<file path="config.mk">
export PLATFORM = sky130hd
export DESIGN_NAME = block_transfer_engine
export DESIGN_NICKNAME = d
export VERILOG_FILES = /design/src/block_transfer_pkg.sv /design/src/block_transfer_engine.sv
export SDC_FILE = /design/constraint.sdc
export NUM_CORES = 1
export LEC_CHECK = 0
export BUFFER_PORTS_ARGS = -buffer_cell sky130_fd_sc_hd__buf_4
export CORE_ASPECT_RATIO = 2
export CORE_MARGIN = 2
export CORE_UTILIZATION = 30
export CTS_CLUSTER_DIAMETER = 200
export DETAILED_ROUTE_END_ITERATION = 8
export SLEW_MARGIN = 40
export SYNTH_ARGS = -nofsm -noshare
export SYNTH_HDL_FRONTEND = slang
export SYNTH_SLANG_ARGS = --single-unit
</file>
<file path="constraint.sdc">
create_clock -name CLK_I -period 8.7 [get_ports CLK_I]
set_input_delay 1.74 -clock CLK_I [delete_from_list [all_inputs] [get_ports CLK_I]]
set_output_delay 1.74 -clock CLK_I [all_outputs]
set_load 0.1 [all_outputs]
</file>
<file path="src/block_transfer_pkg.sv">
// block_transfer_pkg: constants shared by the block-transfer engine
// assumes a 100 MHz core clock and 16-bit backplane and register words
package block_transfer_pkg;

  localparam int unsigned DATA_W             = 16;
  localparam int unsigned COUNT_W            = 9;
  localparam logic [15:0] MAX_WORDS          = 16'h0100;
  localparam logic [7:0]  MAX_UNIT           = 8'h03;
  localparam logic [7:0]  MAX_SLOT           = 8'h0A;
  localparam int unsigned LOC_UNIT_LSB       = 8;
  localparam logic [7:0]  TX_ERR_CH1_OFFSET  = 8'h11;
  localparam logic [7:0]  TX_ERR_CH2_OFFSET  = 8'h51;
  localparam logic [7:0]  TX_ERR_NONE        = 8'h00;
  localparam logic [7:0]  TX_ERR_NO_TRAILER  = 8'h01;
  localparam logic [15:0] TX_ERR_RESET       = 16'h0000;
  localparam int unsigned CLK_PERIOD_NS      = 10;
  localparam int unsigned NO_ANSWER_TIME_NS  = 10000;
  localparam int unsigned NO_ANSWER_CYCLES   =
    (NO_ANSWER_TIME_NS + CLK_PERIOD_NS - 1) / CLK_PERIOD_NS;
  localparam logic [9:0]  NO_ANSWER_LAST     = 10'(NO_ANSWER_CYCLES - 1);

  typedef enum logic [3:0] {
    ST_IDLE  = 4'b0001,
    ST_CHECK = 4'b0010,
    ST_MOVE  = 4'b0100,
    ST_DONE  = 4'b1000
  } state_type;

endpackage

</file>
<file path="src/block_transfer_engine.sv">
// block_transfer_engine: moves words between core registers and the buffer
// memory of a plug-in module; also keeps the per-channel transmit error words
// assumes every input is produced on CLK_I by neighbouring logic
`timescale 1ns/1ns
`default_nettype none
module block_transfer_engine
  import block_transfer_pkg::*;
#(
  parameter int unsigned BUF_WORDS = 1024,
  parameter int unsigned REG_WORDS = 8192
)(
  input  wire logic                                    CLK_I,
  input  wire logic                                    RST_N_I,
  input  wire logic                                    TRIGGER_I,
  input  wire logic                                    READ_OP_I,
  input  wire logic                                    SEL_IS_REG_I,
  input  wire logic [15:0]                             SELECTOR_I,
  input  wire logic                                    REG_LOC_VALID_I,
  input  wire logic [15:0]                             REG_LOC_I,
  input  wire logic [15:0]                             BUF_ADDR_I,
  input  wire logic [15:0]                             WORD_COUNT_I,
  input  wire logic [15:0]                             CPU_BASE_I,
  input  wire logic                                    MOD_PRESENT_I,
  output logic                                         BP_REQ_O,
  output logic                                         BP_WRITE_O,
  output logic [15:0]                                  BP_LOC_O,
  output logic [15:0]                                  BP_ADDR_O,
  output logic [block_transfer_pkg::DATA_W-1:0]        BP_WDATA_O,
  input  wire logic                                    BP_ACK_I,
  input  wire logic [block_transfer_pkg::DATA_W-1:0]   BP_RDATA_I,
  output logic                                         REG_RE_O,
  output logic                                         REG_WE_O,
  output logic [15:0]                                  REG_ADDR_O,
  output logic [block_transfer_pkg::DATA_W-1:0]        REG_WDATA_O,
  input  wire logic                                    REG_READY_I,
  input  wire logic [block_transfer_pkg::DATA_W-1:0]   REG_RDATA_I,
  output logic                                         DONE_O,
  output logic                                         INSTRUCTION_ERROR_FLAG_O,
  input  wire logic                                    ERROR_FLAG_CLR_I,
  input  wire logic [1:0]                              TX_NO_TRAILER_I,
  input  wire logic [1:0]                              TX_SENT_OK_I,
  output logic [15:0]                                  TX_ERR_CH1_O,
  output logic [15:0]                                  TX_ERR_CH2_O
);
  import block_transfer_pkg::*;

  state_type             state_reg;
  state_type             state_next;
  logic                  read_reg;
  logic [15:0]           sel_reg;
  logic                  sel_is_reg_reg;
  logic [15:0]           buf_addr_reg;
  logic [15:0]           count_reg;
  logic [15:0]           cpu_base_reg;
  logic [15:0]           src_addr_reg;
  logic [15:0]           snk_addr_reg;
  logic [COUNT_W-1:0]    src_left_reg;
  logic [COUNT_W-1:0]    snk_left_reg;
  logic [9:0]            wait_reg;
  logic                  done_reg;
  logic                  err_flag_reg;
  logic [7:0]            tx_code_reg [2];
  logic [DATA_W-1:0]     fifo_mem_reg [2];
  logic                  fifo_wr_reg;
  logic                  fifo_rd_reg;
  logic [1:0]            fifo_cnt_reg;

  // range check used for both the buffer side and the register side
  function automatic logic range_ok(input logic [15:0] base, input logic [15:0] cnt,
                                    input int unsigned limit);
    logic [16:0] top;
    top = {1'b0, base} + {1'b0, cnt};
    range_ok = (top <= 17'(limit));
  endfunction

  // operand checks, evaluated in ST_CHECK on captured operands
  wire        const_sel_ok = (sel_reg[15:LOC_UNIT_LSB] <= MAX_UNIT)
                          && (sel_reg[LOC_UNIT_LSB-1:0] <= MAX_SLOT);
  wire        sel_ok       = sel_is_reg_reg ? REG_LOC_VALID_I : const_sel_ok;
  wire        count_ok     = (count_reg <= MAX_WORDS);
  wire        buf_ok       = range_ok(buf_addr_reg, count_reg, BUF_WORDS);
  wire        cpu_ok       = range_ok(cpu_base_reg, count_reg, REG_WORDS);
  wire        check_fail   = !sel_ok || !MOD_PRESENT_I || !count_ok
                          || !buf_ok || !cpu_ok;
  wire        in_move      = (state_reg == ST_MOVE);
  wire        in_check     = (state_reg == ST_CHECK);

  // two-entry buffer between source and sink so a stalled sink loses nothing
  wire        fifo_in_ready = (fifo_cnt_reg != 2'h2);
  wire        fifo_out_valid = (fifo_cnt_reg != 2'h0);
  wire [DATA_W-1:0] fifo_head = fifo_mem_reg[fifo_rd_reg];

  wire        src_req  = in_move && (src_left_reg != '0) && fifo_in_ready;
  wire        src_fire = src_req && (read_reg ? BP_ACK_I : REG_READY_I);
  wire        snk_req  = in_move && fifo_out_valid;
  wire        snk_fire = snk_req && (read_reg ? REG_READY_I : BP_ACK_I);
  wire [DATA_W-1:0] fifo_in_data = read_reg ? BP_RDATA_I : REG_RDATA_I;

  // backplane: read fetches as source, write stores as sink
  wire        bp_req   = read_reg ? src_req : snk_req;
  wire        no_answer = bp_req && !BP_ACK_I && (wait_reg == NO_ANSWER_LAST);
  wire        move_fail = in_move && (no_answer || !MOD_PRESENT_I);
  wire        move_end  = in_move && (snk_left_reg == '0) && !move_fail;
  wire        flush     = !in_move;

  assign BP_REQ_O    = bp_req;
  assign BP_WRITE_O  = !read_reg;
  assign BP_LOC_O    = sel_is_reg_reg ? REG_LOC_I : sel_reg;
  assign BP_ADDR_O   = read_reg ? src_addr_reg : snk_addr_reg;
  assign BP_WDATA_O  = fifo_head;
  assign REG_RE_O    = !read_reg && src_req;
  assign REG_WE_O    = read_reg && snk_req;
  assign REG_ADDR_O  = read_reg ? snk_addr_reg : src_addr_reg;
  assign REG_WDATA_O = fifo_head;
  assign DONE_O      = done_reg;
  assign INSTRUCTION_ERROR_FLAG_O = err_flag_reg;
  assign TX_ERR_CH1_O = {8'h00, tx_code_reg[0]};
  assign TX_ERR_CH2_O = {8'h00, tx_code_reg[1]};

  always_comb
  begin
    state_next = state_reg;
    unique case (state_reg)
      ST_IDLE:  if (TRIGGER_I) state_next = ST_CHECK;
      ST_CHECK: state_next = check_fail ? ST_DONE : ST_MOVE;
      ST_MOVE:  if (move_fail || move_end) state_next = ST_DONE;
      ST_DONE:  if (!TRIGGER_I) state_next = ST_IDLE;
      default:  state_next = ST_IDLE;
    endcase
  end

  always_ff @(posedge CLK_I)
  begin
    if (!RST_N_I)
      state_reg <= ST_IDLE;
    else
      state_reg <= state_next;
  end

  // operands are frozen at the trigger so a changing ladder cannot tear a transfer, except a register-held location read live from REG_LOC_I
  always_ff @(posedge CLK_I)
  begin
    if (!RST_N_I)
    begin
      read_reg       <= 1'b1;
      sel_reg        <= '0;
      sel_is_reg_reg <= 1'b0;
      buf_addr_reg   <= '0;
      count_reg      <= '0;
      cpu_base_reg   <= '0;
    end
    else if (state_reg == ST_IDLE && TRIGGER_I)
    begin
      read_reg       <= READ_OP_I;
      sel_reg        <= SELECTOR_I;
      sel_is_reg_reg <= SEL_IS_REG_I;
      buf_addr_reg   <= BUF_ADDR_I;
      count_reg      <= WORD_COUNT_I;
      cpu_base_reg   <= CPU_BASE_I;
    end
  end

  always_ff @(posedge CLK_I)
  begin
    if (!RST_N_I)
    begin
      src_addr_reg <= '0;
      snk_addr_reg <= '0;
      src_left_reg <= '0;
      snk_left_reg <= '0;
    end
    else if (in_check)
    begin
      src_addr_reg <= read_reg ? buf_addr_reg : cpu_base_reg;
      snk_addr_reg <= read_reg ? cpu_base_reg : buf_addr_reg;
      src_left_reg <= count_reg[COUNT_W-1:0];
      snk_left_reg <= count_reg[COUNT_W-1:0];
    end
    else
    begin
      if (src_fire)
      begin
        src_addr_reg <= src_addr_reg + 16'h0001;
        src_left_reg <= src_left_reg - 9'h001;
      end
      if (snk_fire)
      begin
        snk_addr_reg <= snk_addr_reg + 16'h0001;
        snk_left_reg <= snk_left_reg - 9'h001;
      end
    end
  end

  // answer watchdog restarts on every acknowledged backplane access
  always_ff @(posedge CLK_I)
  begin
    if (!RST_N_I || !bp_req || BP_ACK_I)
      wait_reg <= '0;
    else
      wait_reg <= wait_reg + 10'h001;
  end

  always_ff @(posedge CLK_I)
  begin
    if (!RST_N_I || flush)
    begin
      fifo_wr_reg  <= 1'b0;
      fifo_rd_reg  <= 1'b0;
      fifo_cnt_reg <= 2'h0;
    end
    else
    begin
      if (src_fire)
      begin
        fifo_mem_reg[fifo_wr_reg] <= fifo_in_data;
        fifo_wr_reg <= !fifo_wr_reg;
      end
      if (snk_fire)
        fifo_rd_reg <= !fifo_rd_reg;
      fifo_cnt_reg <= fifo_cnt_reg + {1'b0, src_fire} - {1'b0, snk_fire};
    end
  end

  // error flag: a new failure in the clear cycle keeps the flag set
  always_ff @(posedge CLK_I)
  begin
    if (!RST_N_I)
    begin
      done_reg     <= 1'b0;
      err_flag_reg <= 1'b0;
    end
    else
    begin
      done_reg <= (state_next == ST_DONE);
      if ((in_check && check_fail) || move_fail)
        err_flag_reg <= 1'b1;
      else if (ERROR_FLAG_CLR_I)
        err_flag_reg <= 1'b0;
    end
  end

  // transmit error codes; missing trailer beats a same-cycle good send
  always_ff @(posedge CLK_I)
  begin
    if (!RST_N_I)
    begin
      tx_code_reg[0] <= TX_ERR_RESET[7:0];
      tx_code_reg[1] <= TX_ERR_RESET[7:0];
    end
    else
    begin
      for (int ch = 0; ch < 2; ch++)
      begin
        if (TX_NO_TRAILER_I[ch])
          tx_code_reg[ch] <= TX_ERR_NO_TRAILER;
        else if (TX_SENT_OK_I[ch])
          tx_code_reg[ch] <= TX_ERR_NONE;
      end
    end
  end

endmodule
`default_nettype wire

</file>
==> results of run 1 <==
## cells by family after synthesis
group / count (synthesis) / share of synthesized area
mux: 113 / 0.121
xor+xnor: 50 / 0.0428
fa+ha+maj: 42 / 0.0528
simple gates: 397 / 0.180
other cells: 1 / 0.000366
buf+inv: 146 / 0.0737
compound gates: 258 / 0.163
flops: 171 / 0.367
## metrics by stage
stage / hold WS, ps / util / cells / total power, mW / setup slack, ps
5_1_grt: 475 / 0.373 / 1784 / 2.24 / 4280
2_1_floorplan: 418 / - / 1207 / 1.27 / 2940
3_5_place_dp: 447 / 0.356 / 1753 / 1.40 / 4620
4_1_cts: 456 / 0.373 / 1784 / 2.18 / 4390
6_report: 453 / 0.373 / 1784 / 2.15 / 4420
3_3_place_gp: 424 / 0.356 / 1753 / 1.39 / 4630
## routing by layer
layer / global-route usage / vias to the layer above / wire length, um
met5: 0 / - / 0
met4: 0.0930 / 0 / 1300
met3: 0.0284 / 53 / 1300
met2: 0.326 / 270 / 16900
met1: 0.175 / 4354 / 11500
li1: - / 4481 / -
## where the power goes
group	total [mW]	internal (mW)	switching, mW
combinational	0.486	0.162	0.324
sequential	0.894	0.838	0.0555
clock	0.775	0.446	0.329
## layout make-up
cell class,instances,area (um^2)
clock buffers,21,472
multi-input cells,890,5860
flip-flops and latches,171,3760
clock inverters,10,111
inverters,35,138
repair buffers,221,1660
fillers,3492,21100
well taps,436,546
## critical path, stage by stage, from the launching register on
cell and delay, ps:
dfxtp_4 690, buf_4 670, mux2_2 410, buf_4 230
## worst paths after layout
| path | start | to | slack, ps | depth (start not counted) |
|---|---|---|---|---|
| hold / removal | wait_reg[0]$_SDFF_PP0_ | wait_reg[0]$_SDFF_PP0_ | 450 | 1 |
| setup / recovery | read_reg$_SDFFE_PN1P_ | REG_ADDR_O[2] | 4420 | 3 |
| hold reg to reg | wait_reg[0]$_SDFF_PP0_ | wait_reg[0]$_SDFF_PP0_ | 450 | 1 |
| setup reg to reg | count_reg[0]$_SDFFE_PN0P_ | INSTRUCTION_ERROR_FLAG_O$_SDFFE_PN0P_ | 4940 | 10 |
## layout by cell type, fill, tap and decap left out, drive strengths merged, types with 29 or more instances in the layout
master and count:
mux2 83, nand3 29, dfxtp 138, edfxtp 33, xnor2 31, ha 40, nand2 183, o21ai 34
nor2 81, mux2i 30, a211oi 30, conb 30, inv 37, buf 221, a21oi 101
==> flow_metrics.py, run 1 <==
metrics = {
    "final_layout": {
        "drive_gt1_frac": 0.268,
        "n_antenna_cell": 0,
        "largest_register_ffs": 32,
        "nets": 1504,
        "area_growth_pct": 22.5,
        "fin_area_um2": 12500,
    },
    "outcome": {
        "status": "finished, final reports clean",
    },
    "synth": {
        "netlist_area_um2": 10200,
        "yosysWarnings": 0,
        "yosys.area.top_type": "dfxtp_1",
        "synthCells": 1178,
        "yosysSeqAreaShare": 0.367,
        "ys_types": 80,
        "synth_edf_count": 33,
        "ys_async_sr_fraction": 0,
        "ys_top_cells_by_area": "dfxtp_1 27%, edfxtp_1 9.7%, mux2_2 9.0%",
        "avgSynthCellArea_um2": 8.69,
        "synth_top_area_frac": 0.270,
        "yosysMostFrequentCell": "nand2_1",
        "ys.flop_type": "dfxtp_1",
        "yosys_register_bits": 171,
        "yosys-top-cells-count": "183 x nand2_1, 138 x dfxtp_1, 101 x a21oi_1",
    },
    "clocking": {
        "holdBufCountCts": 0,
        "clock_path_buffers": 2,
        "cts_tree": "built",
        "post_cts_resize_count": 0,
        "htreeDepth": 4,
        "cts.sinks": 171,
        "clk_latency_ps": 450,
        "cts_made_buffers": 17,
        "cts_root_buf": "clkbuf_16",
        "postCtsSetupBuffers": 0,
        "clkSlewWorstSetupHoldPaths_ps": 70,
    },
    "power_and_ir_drop": {
        "irDropWorstVdd_uv": 147,
        "p_per_area_nw_per_um2": 172,
        "power.leakage_nw": 5.14,
    },
    "critical_path": {
        "crit_fanout": 52,
        "crit_arrival_ps": 2540,
        "setup.worst_path.class": "reg2out",
        "worstSetupEndpointType": "output pin",
        "cp-start-kind": "register",
        "required_ps": 6960,
    },
    "floorplan": {
        "die-height_um": 265,
        "fp.dieW_um": 135,
        "rows": 95,
        "core_area_um2": 33600,
        "ios": 244,
        "die_area_um2": 35700,
        "start_util": 0.304,
    },
    "global_routing": {
        "grt_max_degree": 68,
        "antenna_found_initial": 0,
        "grt_pass1_vias": 8883,
        "grt.total_usage": 0.172,
        "overflow": 0,
        "grt_pass1_wl_um": 47600,
    },
    "sta": {
        "fmax_ghz": 0.233,
        "setup-tns-final_ps": 0,
        "period_share": 0.492,
        "setup_violations": 0,
        "fin_crit_ps": 4280,
        "fin_skew_ps": 17.2,
        "slew_headroom": 0.490,
        "rsz0062_at_grt": "no",
        "tightest_slew_ps": 764,
        "hold_viol_final": 0,
        "drv_slew": 0,
    },
    "routing": {
        "vias": 9158,
        "wl_per_cell_um": 17.4,
        "drtPass1Iterations": 7,
        "drc": 0,
        "via_per_inst": 5.13,
        "drt_wl_total_um": 31000,
        "ant_nets": 0,
        "drtIter0Drc": 416,
    },
    "placement": {
        "dp_hpwl_um": 23800,
        "port_buffers": 213,
        "placedInstanceArea_um2": 12000,
        "gp_congestion": 0.914,
    },
    "hold_path": {
        "hold_class": "reg2reg",
    },
    "run": {
        "max_cap_viol_count": 0,
    },
}
(Power assumes the default switching activity.)
==> run 2, diff against run 1 <==
- clock period: 8.7 -> 3.5 ns (I/O delays scaled with it)
==> flow_metrics.py, run 2 (synthesis results as in run 1) <==
metrics = {
    "floorplan": {
        "ios": 244,
        "die-height_um": 265,
        "rows": 95,
        "fp.dieW_um": 135,
        "die_area_um2": 35700,
        "core_area_um2": 33600,
        "start_util": 0.304,
    },
    "critical_path": {
        "setup.worst_path.class": "reg2reg",
        "required_ps": 3880,
        "worstSetupEndpointType": "register",
        "cp-startpoint": "count_reg[0]$_SDFFE_PN0P_",
        "crit_fanout": 6,
        "rr_startpoint": "count_reg[0]$_SDFFE_PN0P_",
        "cp-start-kind": "register",
        "crit_arrival_ps": 3740,
    },
    "final_layout": {
        "nets": 1511,
        "regArea_um2": 3760,
        "drive_gt1_frac": 0.276,
        "fin_area_um2": 12600,
        "fillers": 3462,
        "n_antenna_cell": 0,
        "largest_register_ffs": 32,
        "area_growth_pct": 23.4,
        "layout_commonest_cell": "buf_4",
        "layout_common_cells": "227 x buf_4, 183 x nand2_1, 135 x dfxtp_1",
        "multi_input_area_um2": 5880,
    },
    "sta": {
        "rsz0062_at_grt": "no",
        "fmax_ghz": 0.297,
        "slew_headroom": 0.516,
        "fin_skew_ps": 12.8,
        "fin_crit_ps": 3370,
        "period_share": 0.962,
        "tightest_slew_ps": 726,
        "drv_slew": 0,
        "setup_violations": 0,
        "hold_viol_final": 0,
    },
    "placement": {
        "dp_hpwl_um": 24500,
        "gp_congestion": 0.888,
        "port_buffers": 213,
        "placedInstanceArea_um2": 12000,
    },
    "hold_path": {
        "hold_class": "reg2reg",
        "hold_start": "wait_reg[0]$_SDFF_PP0_",
    },
    "power_and_ir_drop": {
        "p_per_area_nw_per_um2": 422,
        "power.total_mw": 5.33,
        "power.leakage_nw": 5.18,
        "irDropWorstVdd_uv": 355,
    },
    "global_routing": {
        "grt.total_usage": 0.174,
        "grt_max_degree": 110,
        "grt_pass1_vias": 9012,
        "grt_pass1_wl_um": 48000,
        "antenna_found_initial": 0,
        "overflow": 0,
    },
    "clocking": {
        "clk_latency_ps": 450,
        "htreeDepth": 4,
        "clkSlewWorstSetupHoldPaths_ps": 60,
        "cts_root_buf": "clkbuf_16",
        "postCtsSetupBuffers": 0,
        "cts_tree": "built",
        "cts.sinks": 171,
        "cts_made_buffers": 17,
        "clock_path_buffers": 2,
    },
    "routing": {
        "wl_per_cell_um": 17.6,
        "drtPass1Iterations": 5,
        "drtIter0Drc": 473,
        "via_per_inst": 5.11,
        "ant_nets": 0,
        "drt_wl_total_um": 31500,
        "vias": 9158,
        "drc": 0,
    },
    "run": {
        "max_cap_viol_count": 0,
    },
    "outcome": {
        "status": "finished, final reports clean",
    },
}
## run 2: metrics by stage
| stage | instances | hold slack (ps) | setup TNS [ps] | worst slack [ps] | utilization |
|---|---|---|---|---|---|
| floorplan | 1207 | 418 | -1090 | -391 | - |
| CTS | 1792 | 450 | 0 | 157 | 0.375 |
| detailed placement | 1760 | 442 | 0 | 180 | 0.358 |
| global placement | 1760 | 432 | 0 | 186 | 0.358 |
| finish | 1792 | 452 | 0 | 134 | 0.376 |
| global route | 1792 | 466 | 0 | 54.4 | 0.376 |
## run 2: cell type report
class / instances / share of cell area
Timing Repair Buffer: 228 / 0.136
Clock buffer: 24 / 0.0397
Clock inverter: 8 / 0.00644
Multi-Input combinational cell: 890 / 0.466
Tap cell: 436 / 0.0432
Inverter: 35 / 0.0109
Sequential cell: 171 / 0.298
## run 2: final timing paths
| kind | end | slack [ps] | cells after the start |
|---|---|---|---|
| max reg2reg | state_reg[2]$_SDFF_PN0_ | 130 | 10 |
| min | wait_reg[0]$_SDFF_PP0_ | 450 | 1 |
| min reg2reg | wait_reg[0]$_SDFF_PP0_ | 450 | 1 |
| max | state_reg[2]$_SDFF_PN0_ | 130 | 10 |
## run 2: timing repair
item                                    in CTS  in global routing
hold endpoints to repair                     0                  0
gates resized for setup                      0                  2
endpoints found under the setup margin       0                  2
hold buffers                                 0                  0
## run 2: per-layer routing
| metal | part of all wire | up-vias | track usage |
|---|---|---|---|
| met4 | 0.062 | 0 | 0.114 |
| met5 | 0 | - | 0 |
| met2 | 0.54 | 322 | 0.327 |
| li1 | - | 4486 | - |
| met1 | 0.36 | 4250 | 0.171 |
| met3 | 0.044 | 100 | 0.0307 |
## run 2: where the power goes
part / total, mW / leakage (nW) / internal, mW / switching (mW)
clock: 1.89 / 0.288 / 1.08 / 0.813
sequential: 2.21 / 1.42 / 2.08 / 0.122
combinational: 1.24 / 3.47 / 0.410 / 0.827
total: 5.33 / 5.18 / 3.57 / 1.76
## run 2: worst max-delay path: stages (launching register included)
cell and delay [ps]:
dfxtp_1 380, ha_1 250, fa_1 430, a211oi_1 310, xnor2_1 120, o41a_1 340, nor4_2 340, a31o_2 210
o221ai_1 230, or4_1 590, o22ai_1 110
